--- config.mk ---
export PLATFORM = sky130hd
export DESIGN_NAME = mrr_readout
export DESIGN_NICKNAME = d
export VERILOG_FILES = /design/src/hw/mrr_pkg.sv /design/src/hw/mrr_readout.sv
export SDC_FILE = /design/constraint.sdc
export NUM_CORES = 1
export LEC_CHECK = 0
export BUFFER_PORTS_ARGS = -buffer_cell sky130_fd_sc_hd__buf_2
export CAP_MARGIN = 0
export CORE_UTILIZATION = 40
export CTS_CLUSTER_SIZE = 14
export DETAILED_ROUTE_END_ITERATION = 8
export GPL_TIMING_DRIVEN = 0
export HOLD_SLACK_MARGIN = 0.02
export PLACE_DENSITY_LB_ADDON = 0.08
export SLEW_MARGIN = 10
export SYNTH_ARGS = -nofsm -noshare
export SYNTH_HDL_FRONTEND = slang
export SYNTH_SLANG_ARGS = --single-unit
--- constraint.sdc ---
create_clock -name sys_clk -period 4.04 [get_ports sys_clk]
set_input_delay 0.808 -clock sys_clk [delete_from_list [all_inputs] [get_ports sys_clk]]
set_output_delay 0.808 -clock sys_clk [all_outputs]
set_load 0.03 [all_outputs]
--- src/hw/mrr_pkg.sv ---
// Purpose: constants for the measurement readout register bank
// Assumes: register port driven by the serial control slave logic
// Notes:   Operation list follows
// Operation
// - supply max low byte sits in an 8-bit read-only register that resets to zero.
// - the secondary supply is measured when the configuration mode bit is one, else the battery.
// - battery code times 1.49 gives millivolts; the raw 12-bit code is kept as measured.
// - secondary code times 1.01 gives millivolts; the raw 12-bit code is kept as measured.
// - a result pair is not updated while one of its registers is addressed, except that supply_max_clear still zeroes the supply max.
// - reading a high part copies the matching low byte into a shadow register.
// - reading a low byte returns the shadow captured at the previous high read.
// - temperature high nibble sits in bits 3:0, bits 7:4 read zero, reset zero.
// - temperature low byte sits in an 8-bit read-only register resetting to zero.
// - temperature is a 12-bit two's complement code, 40 + (code + 2) / 6.04236 degrees.
// - the slow flag is set while the switch is enabled and its pin is still low.
`default_nettype none
package mrr_pkg;
    localparam int         MEAS_W          = 12;
    localparam logic [7:0] OFS_SUPPLY_MAX_HI = 8'h1F;
    localparam logic [7:0] OFS_SUPPLY_MAX_LO = 8'h20;
    localparam logic [7:0] OFS_TEMP_HI       = 8'h21;
    localparam logic [7:0] OFS_TEMP_LO       = 8'h22;
    localparam logic [7:0] OFS_SW_STATUS     = 8'h23;
    localparam logic [7:0] RST_BYTE          = 8'h00;
    localparam logic [3:0] RESERVED_NIBBLE   = 4'h0;
    localparam logic [6:0] RESERVED_SW_BITS  = 7'h00;
    localparam int         HI_LSB            = 8;
    localparam int         HI_MSB            = 11;
    localparam int         LO_MSB            = 7;
endpackage : mrr_pkg
`default_nettype wire

--- src/hw/mrr_readout.sv ---
// Purpose: read-only measurement result registers with coherent reads
// Assumes: reg_rd is a one-cycle read strobe, reg_sel marks the pointer
// Notes:   read data appears one cycle after the strobe
`timescale 1ns/10ps
`default_nettype none
module mrr_readout #(
    parameter int MEAS_W = mrr_pkg::MEAS_W
) (
    // clock and reset
    input  wire logic              sys_clk,
    input  wire logic              rst,
    // register port from serial slave
    input  wire logic [7:0]        reg_addr,
    input  wire logic              reg_sel,
    input  wire logic              reg_rd,
    output var  logic [7:0]        rd_data_q,
    output var  logic              rd_valid_q,
    // supply measurement
    input  wire logic              supply_configuration_mode_bit,
    input  wire logic [MEAS_W-1:0] secondary_supply_code,
    input  wire logic [MEAS_W-1:0] battery_supply_code,
    input  wire logic              supply_valid,
    input  wire logic              supply_max_clear,
    // temperature measurement
    input  wire logic [MEAS_W-1:0] temp_code,
    input  wire logic              temp_valid,
    // switched output monitor
    input  wire logic              switched_output_en,
    input  wire logic              switched_output_low
);
    localparam logic [7:0] A_SHI = mrr_pkg::OFS_SUPPLY_MAX_HI;
    localparam logic [7:0] A_SLO = mrr_pkg::OFS_SUPPLY_MAX_LO;
    localparam logic [7:0] A_THI = mrr_pkg::OFS_TEMP_HI;
    localparam logic [7:0] A_TLO = mrr_pkg::OFS_TEMP_LO;
    localparam logic [7:0] A_SW  = mrr_pkg::OFS_SW_STATUS;
    localparam int         HL    = mrr_pkg::HI_LSB;
    localparam int         HM    = mrr_pkg::HI_MSB;
    localparam int         LM    = mrr_pkg::LO_MSB;

    // the nibble plus byte layout only fits a 12-bit code
    if (MEAS_W != mrr_pkg::MEAS_W) begin : g_bad_width
        $error("mrr_readout: MEAS_W must be 12");
    end

    logic [MEAS_W-1:0] supply_max_q;
    logic [MEAS_W-1:0] temp_q;
    logic [MEAS_W-1:0] temp_pend_q;
    logic              temp_pend_vld_q;
    logic [7:0]        supply_shadow_q;
    logic [7:0]        temp_shadow_q;
    logic              slow_turn_on_flag_q;
    logic [MEAS_W-1:0] supply_sample;
    logic              supply_inhibit;
    logic              temp_inhibit;
    logic              rd_shi;
    logic              rd_slo;
    logic              rd_thi;
    logic              rd_tlo;
    logic              rd_sw;

    // source select and address decode
    assign supply_sample  = supply_configuration_mode_bit ?
                            secondary_supply_code :
                            battery_supply_code;
    assign supply_inhibit = reg_sel &&
                            (reg_addr == A_SHI || reg_addr == A_SLO);
    assign temp_inhibit   = reg_sel &&
                            (reg_addr == A_THI || reg_addr == A_TLO);
    assign rd_shi = reg_rd && reg_addr == A_SHI;
    assign rd_slo = reg_rd && reg_addr == A_SLO;
    assign rd_thi = reg_rd && reg_addr == A_THI;
    assign rd_tlo = reg_rd && reg_addr == A_TLO;
    assign rd_sw  = reg_rd && reg_addr == A_SW;

    // max supply record, frozen while addressed except by supply_max_clear
    always_ff @(posedge sys_clk) begin
        if (rst) begin
            supply_max_q <= '0;
        end else if (supply_max_clear) begin
            supply_max_q <= '0;
        end else if (supply_valid && !supply_inhibit &&
                     supply_sample > supply_max_q) begin
            supply_max_q <= supply_sample;
        end
    end

    // latest temperature; a sample seen while addressed waits
    always_ff @(posedge sys_clk) begin
        if (rst) begin
            temp_q          <= '0;
            temp_pend_q     <= '0;
            temp_pend_vld_q <= 1'b0;
        end else if (temp_inhibit) begin
            if (temp_valid) begin
                temp_pend_q     <= temp_code;
                temp_pend_vld_q <= 1'b1;
            end
        end else if (temp_valid) begin
            temp_q          <= temp_code;
            temp_pend_vld_q <= 1'b0;
        end else if (temp_pend_vld_q) begin
            temp_q          <= temp_pend_q;
            temp_pend_vld_q <= 1'b0;
        end
    end

    // low byte shadows, loaded on a high part read
    always_ff @(posedge sys_clk) begin
        if (rst) begin
            supply_shadow_q <= mrr_pkg::RST_BYTE;
            temp_shadow_q   <= mrr_pkg::RST_BYTE;
        end else begin
            if (rd_shi) begin
                supply_shadow_q <= supply_max_q[LM:0];
            end
            if (rd_thi) begin
                temp_shadow_q <= temp_q[LM:0];
            end
        end
    end

    // slow turn-on status
    always_ff @(posedge sys_clk) begin
        if (rst) begin
            slow_turn_on_flag_q <= 1'b0;
        end else begin
            slow_turn_on_flag_q <= switched_output_en &&
                                   switched_output_low;
        end
    end

    // read data mux; writes are not decoded at all
    always_ff @(posedge sys_clk) begin
        if (rst) begin
            rd_data_q  <= mrr_pkg::RST_BYTE;
            rd_valid_q <= 1'b0;
        end else begin
            rd_valid_q <= reg_rd;
            if (rd_shi) begin
                rd_data_q <= {mrr_pkg::RESERVED_NIBBLE,
                              supply_max_q[HM:HL]};
            end else if (rd_slo) begin
                rd_data_q <= supply_shadow_q;
            end else if (rd_thi) begin
                rd_data_q <= {mrr_pkg::RESERVED_NIBBLE,
                              temp_q[HM:HL]};
            end else if (rd_tlo) begin
                rd_data_q <= temp_shadow_q;
            end else if (rd_sw) begin
                rd_data_q <= {mrr_pkg::RESERVED_SW_BITS,
                              slow_turn_on_flag_q};
            end else if (reg_rd) begin
                rd_data_q <= mrr_pkg::RST_BYTE;           // unmapped
            end
        end
    end
endmodule : mrr_readout
`default_nettype wire

==> results of run 1 <==
worst max-delay path, stage by stage:
cell and delay (ns):
buf_2 0.11, buf_1 0.54, mux2i_1 0.31, inv_1 0.07, ha_1 0.33, a21oi_1 0.18
nand3_1 0.10, a221oi_1 0.57, a2111o_1 0.31, buf_6 0.19, o221ai_2 0.11
cells by family (layout without fill, tap and decap cells):
| family | count (synthesis) | in the layout | synth area share |
|---|---|---|---|
| adders and majority gates | 12 | 12 | 0.04695 |
| buffers and inverters | 48 | 121 | 0.06181 |
| DFF | 63 | 63 | 0.3944 |
| and+or+nand+nor | 121 | 121 | 0.1870 |
| xor gates and xnor gates | 1 | 1 | 0.002739 |
| AOI/OAI and AO/OA | 56 | 56 | 0.1420 |
| muxes | 51 | 51 | 0.1651 |
power by group through the flow:
stage / Combinational [W] / Sequential (W) / Clock (W)
finish: 0.000165 / 0.000647 / 0.000474
global route: 0.000188 / 0.000649 / 0.000513
CTS: 0.000168 / 0.000647 / 0.000494
detailed placement: 0.000167 / 0.000661 / 0
global placement: 0.000163 / 0.000661 / 0
floorplan: 0.000107 / 0.000660 / 0
through the flow:
step	setup WS, ns	std cells	power, W	area, um2	hold WS [ns]
6_report	0.6206	527	0.001286	3785	0.4623
5_1_grt	0.2985	527	0.001350	3785	0.4691
4_1_cts	0.5822	527	0.001308	3785	0.4601
3_5_place_dp	0.2158	513	0.0008277	3621	0.4486
3_3_place_gp	0.2768	513	0.0008243	3621	0.4470
2_1_floorplan	0.8898	352	0.0007670	3198	0.4318
final cells by class:
cell class,count,area share
Multi-Input combinational cell,241,0.4595
Sequential cell,63,0.3332
Timing Repair Buffer,59,0.07802
Clock buffer,13,0.04198
Tap cell,102,0.03372
Buffer,25,0.02942
Inverter,23,0.02281
Clock inverter,1,0.001322
layer usage:
layer  wire length (um)  global-route usage  vias up  part of all wire
met5                  0                   0        -                 0
met4                112             0.07540        0             0.015
met3                243             0.03015        8             0.033
met2               3689              0.3333       51              0.51
met1               3231              0.2182     1220              0.44
li1                   -                   -     1409                 -
sequential cells by signal, indices dropped and copies added, names as in the netlist:
| signal | flops |
|---|---|
| slow_turn_on_flag_q | 1 |
| rd_valid_q | 1 |
| temp_pend_vld_q | 1 |
| supply_max_q | 12 |
| temp_q | 12 |
| temp_shadow_q | 8 |
| supply_shadow_q | 8 |
| rd_data_q | 8 |
| temp_pend_q | 12 |
worst max-delay path by stage:
| stage | from | to | slack, ns | cells after the start |
|---|---|---|---|---|
| after floorplan | supply_configuration_mode_bit | supply_max_q[1] | 0.89 | 10 |
| final | supply_configuration_mode_bit | supply_max_q[1] | 0.62 | 11 |
| after CTS | supply_configuration_mode_bit | supply_max_q[6] | 0.58 | 11 |
| after global placement | supply_configuration_mode_bit | supply_max_q[6] | 0.28 | 11 |
| after detailed placement | supply_configuration_mode_bit | supply_max_q[6] | 0.22 | 11 |
| after global routing | supply_configuration_mode_bit | supply_max_q[11] | 0.30 | 11 |
cell usage in the layout, fill, tap and decap left out, types with 2 or more instances in the layout:
cell type / synthesis / final
nor2_1: 41 / 41
nand2_1: 27 / 27
a211oi_1: 15 / 15
ha_1: 12 / 12
a22oi_1: 2 / 2
clkbuf_8: 0 / 11
a21oi_1: 14 / 14
o221ai_1: 2 / 2
dfxtp_1: 63 / 63
mux2i_1: 46 / 46
buf_2: 2 / 61
nand2b_1: 6 / 6
o221ai_2: 10 / 10
buf_4: 2 / 2
mux2_2: 4 / 4
inv_1: 23 / 23
nand4_1: 15 / 15
nor2b_1: 3 / 3
nand3_1: 18 / 18
buf_1: 3 / 3
clkbuf_1: 17 / 19
o21ai_0: 4 / 4
a31oi_1: 3 / 3
==> flow_metrics.tcl, run 1 <==
set metrics [dict create \
    status "finished clean" \
    post-synth-top-count-cell "dfxtp_1" \
    core_um2 7727 \
    grt_pass1_wl_mm 12.42 \
    grt_antenna_before_repair 0 \
    fin_setup_tns_ns 0 \
    synth_nets 418 \
    r2r_start "supply_max_q[3]" \
    fin_nets 488 \
    regArea_um2 1261 \
    clock_path_buffers 2 \
    areaGrowthSynthToFinish_pct 18.35 \
    worstPathArrival_ns 3.63 \
    drtPass1Iterations 4 \
    routed_wl_mm 7.277 \
    slew_violations 0 \
    syn_avg_cell_area_um2 9.085 \
    grt_usage 0.1858 \
    finish.utilization 0.4898 \
    num_rows 32 \
    grt_max_degree 11 \
    synth-edff-count 0 \
    cts_buffers 9 \
    critical_path_required_ns 4.25 \
    postCtsResizedCells 0 \
    fillers 770 \
    die-area_um2 8357 \
    synth_ff_type "dfxtp_1" \
    hold_depth 2 \
    drc_errors 0 \
    yosysTopAreaCell "dfxtp_1" \
    multi_input_area_um2 1739 \
    irDropWorstVdd_v 0.0002004 \
    finalHoldViolations 0 \
    p_leak_nw 1.658 \
    grt_overflow_total 0 \
    min_path_type "register to register" \
    clockRootBuffer "clkbuf_8" \
    synth_area_um2 3198 \
    reg2reg_to "supply_max_q[1]" \
    rsz0062_at_grt "false" \
    finalCriticalPeriod_ns 3.419 \
    initial_utilization 0.4139 \
    ff2ff_path_depth 8 \
    cp_max_fo 10 \
    die_h_um 91.42 \
    cts_setup_buffers 0 \
    hpwl_mm 5.684 \
    clkTransAtPathRegs_ns 0.07 \
    yosysWarnings 0 \
    power_switching_w 0.0003316 \
    synthDominantCellAreaShare 0.3944 \
    pwr-share-comb 0.128 \
    drt-initial-drc-count 91 \
    p_clk_frac 0.368 \
    ios 63 \
    cts_tree "done" \
    die_x_um 91.42 \
    critPathLaunchType "primary input" \
    hold_end "supply_shadow_q[6]" \
    min_from "supply_shadow_q[6]" \
    first_global_vias 2643 \
    fmax_mhz 292.4 \
    synth-seq-cells 63 \
    vias 2688 \
    powerDensity_nw_per_um2 339.7 \
    path_class "primary input to register" \
    synthTopCellsByCount "63 x dfxtp_1, 46 x mux2i_1, 41 x nor2_1" \
    synth_cell_types 42 \
    layout-drive-gt1-share 0.2235 \
    cts.sinks 63 \
    finalSetupViolations 0 \
    clkLatencyLatePin_ns 0.33 \
    via_per_inst 5.101 \
    synthCells 352 \
    worst_pin_slew_ns 0.8739 \
    p_seq_frac 0.503 \
    relSlewSlack 0.4120 \
    gp_congestion 0.7919 \
    fin_skew_ns 0.01046 \
    synthArstFlopShare 0 \
    maxCapViolations 0 \
    wl_per_cell_um 13.81 \
    switching_share 0.2579 \
    port_buffers 59 \
    crit_path_end_kind "register" \
    antenna_cells 0 \
    p_int_w 0.0009540 \
    yosysSeqAreaShare 0.3944 \
    h-tree-depth 3 \
    ant_nets 0 \
    cts_hold_buf 0 \
    period_share 0.8464 \
    r2r_slack_ns 1.66 \
    yosys-top-cells-area "dfxtp_1 39%, mux2i_1 14%, nor2_1 4.8%" \
]
No activity file was read; power rests on OpenSTA's default activity.
==> run 2: changes to the inputs <==
Settings changed: ABC_AREA set to 1.
Clock period 4.04 ns to 2.85 ns, I/O delays scaled along.
==> run 2 against run 1 <==
Effect of this change: utilization is 0.96 points higher; non-clock buffer count is 4 lower; sequential power is 40% higher; via count is 16% higher; register-to-register slack worse by 0.68 ns; critical endpoint is now supply_max_q[0].
==> flow_metrics.tcl, run 2 <==
set metrics [dict create \
    status "finished clean" \
    synth_cell_types 30 \
    antenna_cells 0 \
    syn_avg_cell_area_um2 6.787 \
    fillers 847 \
    grt_antenna_before_repair 0 \
    synthCells 485 \
    die_h_um 92.72 \
    placement.cell_area_um2 3720 \
    post-synth-top-count-cell "nand2_1" \
    cts.sinks 63 \
    areaGrowthSynthToFinish_pct 19.04 \
    hold_end "supply_shadow_q[7]" \
    synth_ff_type "dfxtp_1" \
    yosysSeqAreaShare 0.3831 \
    min_from "supply_shadow_q[7]" \
    r2r_slack_ns 0.98 \
    final_common_cell "nand2_1" \
    critical_path_required_ns 3.08 \
    clkLatencyLatePin_ns 0.34 \
    ff2ff_path_depth 11 \
    num_rows 32 \
    synthArstFlopShare 0 \
    ant_nets 0 \
    finish.utilization 0.4994 \
    worstPathArrival_ns 2.65 \
    clock_path_buffers 2 \
    hold_depth 2 \
    ios 63 \
    final_cell_mix "117 x nand2_1, 68 x buf_2, 68 x inv_1, 63 x dfxtp_1, 55 x nor2_1" \
    finalCriticalPeriod_ns 2.424 \
    wl_per_cell_um 11.54 \
    crit_path_end_kind "register" \
    yosysWarnings 0 \
    grt_usage 0.1959 \
    die_x_um 92.72 \
    relSlewSlack 0.6081 \
    fin_nets 622 \
    h-tree-depth 3 \
    worst_pin_slew_ns 0.5878 \
    initial_utilization 0.4195 \
    synth_nets 551 \
    grt_overflow_total 0 \
    yosys-top-cells-area "dfxtp_1 38%, nand2_1 13%, inv_1 7.8%" \
    grt_max_degree 12 \
    r2r_start "supply_max_q[11]" \
    p_leak_nw 1.800 \
    drc_errors 0 \
    drt-initial-drc-count 71 \
    hpwl_mm 5.930 \
    finalHoldViolations 0 \
    yosysTopAreaCell "dfxtp_1" \
    synthTopCellsByCount "117 x nand2_1, 68 x inv_1, 63 x dfxtp_1" \
    period_share 0.8504 \
    path_class "primary input to register" \
    layout-drive-gt1-share 0.1889 \
    irDropWorstVdd_v 0.0002982 \
    port_buffers 60 \
    total_power_w 0.001948 \
    cts_tree "done" \
    maxCapViolations 0 \
    rsz0062_at_grt "false" \
    hold_ws_ns 0.4443 \
    clockRootBuffer "clkbuf_8" \
    reg_top3 "supply_max_q (12), temp_pend_q (12), temp_q (12)" \
    critPathLaunchType "primary input" \
    fin_skew_ns 0.01290 \
    cts_buffers 9 \
    finalSetupViolations 0 \
    synth-edff-count 0 \
    die-area_um2 8597 \
    cts_setup_buffers 0 \
    drtPass1Iterations 4 \
    via_per_inst 4.721 \
    first_global_vias 2970 \
    routed_wl_mm 7.654 \
    grt_pass1_wl_mm 13.27 \
    synth_area_um2 3292 \
    min_path_type "register to register" \
    cp_max_fo 10 \
    slew_violations 0 \
    gp_congestion 0.8291 \
    stdcell_area_um2 3919 \
    synthDominantCellAreaShare 0.3831 \
    reg2reg_to "supply_max_q[0]" \
    vias 3130 \
    fmax_mhz 412.6 \
    core_um2 7848 \
    clkTransAtPathRegs_ns 0.07 \
    synth-seq-cells 63 \
    powerDensity_nw_per_um2 497.1 \
    cts_hold_buf 0 \
]
[run 2: changes by cell type in the layout (fill, tap and decap cells not counted), sizes merged, moves of 12 or more]
cell    delta
a211oi    -15
a21oi     +31
clkbuf    -13
inv       +46
mux2i     -39
nand2     +94
nand3     +14
nor2      +20
o21ai     +37
o221ai    -12
[run 2: metrics by stage]
step | std cells | setup TNS, ns | setup slack, ns
after global placement | 647 | 0 | 0.006639
after detailed placement | 647 | -0.02917 | -0.01632
after CTS | 663 | 0 | 0.3452
final | 663 | 0 | 0.4263
after global routing | 663 | 0 | 0.1484
after floorplan | 485 | 0 | 0.3461
[run 2: area by class of cell]
class,instances,area [um2],share of cell area
plain buffers,20,108.9,0.02778
clock buffers,10,137.6,0.03512
clock inverters,6,60.06,0.01533
inverters,69,259.0,0.06609
multi-input cells,333,1664,0.4246
flip-flops and latches,63,1261,0.3218
well taps,102,127.6,0.03257
repair buffers,60,300.3,0.07663
[run 2: cells by family (layout without fill, tap and decap cells)]
logic type	count (synthesis)	after routing	synth area share
AND/OR/NAND/NOR	223	223	0.2911
AO/OA/AOI/OAI	90	90	0.1441
buffers and inverters	89	165	0.1114
flip-flops	63	63	0.3831
adder cells (fa/ha/maj)	12	12	0.04561
multiplexers	8	8	0.02471
[run 2: critical path, cell delays in order]
cell	delay, ns
buf_2	0.18
clkbuf_2	0.20
o21ai_0	0.32
inv_1	0.08
ha_1	0.28
nand2_1	0.06
nor2_1	0.17
and2_1	0.15
nand2_1	0.06
nand3_2	0.14
buf_2	0.25
nand3_1	0.10
nand2_1	0.07
nor2_1	0.04
[run 2: repair_timing]
item                                    4_1_cts  5_1_grt
endpoints found under the setup margin        0        1
hold endpoints to repair                      0        0
gates resized for setup                       0        2
[run 2: worst max path at each step]
stage,slack [ns],start,endpoint
after detailed placement,-0.02,supply_configuration_mode_bit,supply_max_q[0]
final,0.43,supply_configuration_mode_bit,supply_max_q[0]
after floorplan,0.35,supply_configuration_mode_bit,supply_max_q[11]
after CTS,0.35,supply_configuration_mode_bit,supply_max_q[0]
after global placement,0.007,supply_configuration_mode_bit,supply_max_q[11]
after global routing,0.15,supply_configuration_mode_bit,supply_max_q[0]
[run 2: power by group]
part	switching (W)	internal, W
clock network	0.000359	0.000423
logic	0.000156	0.000101
registers	0.0000104	0.000899
[run 2: routing by layer]
metal  GRT usage  part of all wire
met1      0.2428              0.49
met2      0.3377              0.46
met3     0.04516             0.037
met4     0.05641             0.012
met5           0                 0
==> run 3: changes to the inputs <==
Settings changed: BUFFER_PORTS_ARGS -buffer_cell sky130_fd_sc_hd__buf_2 to not set, CTS_CLUSTER_SIZE 14 to 12, DONT_BUFFER_PORTS set to 1.
==> run 3 against run 2 <==
Effect of this change: hold slack got worse by 0.10 ns; register-to-register slack improved by 0.03 ns; design area fell by 8.4%; sequential power barely moved; non-clock buffer count fell by 60; largest power group unchanged.
==> flow_metrics.tcl, run 3 (synthesis gave the netlist of run 2 again) <==
set metrics [dict create \
    status "finished clean" \
    pwr-share-comb 0.118 \
    grt_overflow_total 0 \
    stdcell_area_um2 3591 \
    drtPass1Iterations 4 \
    regArea_um2 1261 \
    final_common_cell "nand2_1" \
    relSlewSlack 0.6218 \
    cts.sinks 63 \
    core_um2 7848 \
    layout_setup_ws_ns 0.3647 \
    multi_input_area_um2 1664 \
    first_global_vias 2772 \
    cts_tree "done" \
    irDropWorstVdd_v 0.0002524 \
    critical_path_required_ns 3.08 \
    cp_max_fo 10 \
    vias 2932 \
    p_seq_frac 0.502 \
    hold_ws_ns 0.3445 \
    die_h_um 92.72 \
    via_per_inst 4.862 \
    die-area_um2 8597 \
    fin_skew_ns 0.01414 \
    clockRootBuffer "clkbuf_8" \
    worstPathArrival_ns 2.72 \
    fmax_mhz 402.4 \
    period_share 0.8720 \
    powerDensity_nw_per_um2 505.2 \
    finalSetupViolations 0 \
    ios 63 \
    maxCapViolations 0 \
    final_cell_mix "117 x nand2_1, 68 x inv_1, 63 x dfxtp_1, 55 x nor2_1, 43 x a21oi_1" \
    critPathLaunchType "primary input" \
    worst_pin_slew_ns 0.5673 \
    clock_path_buffers 2 \
    fin_nets 562 \
    placement.cell_area_um2 3420 \
    antenna_cells 0 \
    slew_violations 0 \
    r2r_start "supply_max_q[11]" \
    clkTransAtPathRegs_ns 0.07 \
    path_class "primary input to register" \
    drt-initial-drc-count 63 \
    total_power_w 0.001814 \
    wl_per_cell_um 12.62 \
    die_x_um 92.72 \
    num_rows 32 \
    p_int_w 0.001290 \
    finalHoldViolations 0 \
    ant_nets 0 \
    switching_share 0.2887 \
    p_leak_nw 1.534 \
    port_buffers 0 \
    cts_setup_buffers 0 \
    finish.utilization 0.4576 \
    areaGrowthSynthToFinish_pct 9.084 \
    initial_utilization 0.4195 \
    cts_hold_buf 0 \
    clkLatencyLatePin_ns 0.35 \
    grt_max_degree 13 \
    h-tree-depth 3 \
    drc_errors 0 \
    hpwl_mm 5.910 \
    grt_pass1_wl_mm 12.70 \
    power_switching_w 0.0005238 \
    grt_antenna_before_repair 0 \
    min_from "switched_output_low" \
    p_clk_frac 0.380 \
    reg_top3 "supply_max_q (12), temp_pend_q (12), temp_q (12)" \
    layout-drive-gt1-share 0.08982 \
    startpoint "supply_configuration_mode_bit" \
    fillers 840 \
    crit_path_end_kind "register" \
    cts_buffers 9 \
    post-place-ws_ns -0.006092 \
    postCtsResizedCells 0 \
    grt_usage 0.1888 \
    min_path_type "primary input to register" \
    finalCriticalPeriod_ns 2.485 \
    gp_congestion 0.8150 \
    rsz0062_at_grt "false" \
    routed_wl_mm 7.611 \
]
==> run 3: cell types whose count changed in the layout (fill, tap and decap cells not counted), sizes merged <==
cell,previous run,this run
clkinv,3,4
clkbuf,17,16
buf,73,13
inv,69,70
bufinv,1,0
==> run 3: area by class of cell <==
class,count,area share
Multi-Input combinational cell,333,0.4634
Sequential cell,63,0.3512
Inverter,69,0.07213
Tap cell,102,0.03554
Clock buffer,9,0.03449
Buffer,20,0.02997
Clock inverter,7,0.01324
==> run 3: worst max-delay path, cell delays in order <==
cell and delay (ns):
buf_2 0.22, clkbuf_1 0.33, nand2_1 0.09, o21ai_0 0.10, inv_1 0.07, ha_1 0.30, nand2_1 0.07, nor2_1 0.17
and2_1 0.15, nand2_1 0.06, nand3_2 0.13, buf_2 0.25, nand3_1 0.10, nand2_1 0.07, nor2_1 0.04
==> run 3: worst paths after layout <==
kind                         end  slack, ns  cells after the start
max             supply_max_q[11]       0.36                     15
min          slow_turn_on_flag_q       0.34                      2
max reg2reg     supply_max_q[11]       1.01                     11
min reg2reg   supply_shadow_q[7]       0.45                      2
==> run 3: power groups by stage <==
stage	combinational, W	clock, W	sequential (W)
after floorplan	0.000172	0	0.000928
after global placement	0.000212	0	0.000932
after detailed placement	0.000216	0	0.000932
after CTS	0.000217	0.000707	0.000911
after global routing	0.000249	0.000755	0.000914
final	0.000214	0.000689	0.000911
==> run 3: per-stage QoR <==
| step | instances | TNS (ns) |
|---|---|---|
| floorplan | 485 | 0 |
| CTS | 603 | 0 |
| global placement | 587 | 0 |
| global route | 603 | 0 |
| detailed placement | 587 | -0.01054 |
| finish | 603 | 0 |
==> run 3: metal layers <==
| metal | up-vias | global-route usage | routed length [um] |
|---|---|---|---|
| li1 | 1560 | - | - |
| met1 | 1310 | 0.2288 | 3595 |
| met2 | 52 | 0.3216 | 3539 |
| met3 | 10 | 0.04351 | 356 |
| met4 | 0 | 0.07564 | 119 |
| met5 | - | 0 | 0 |
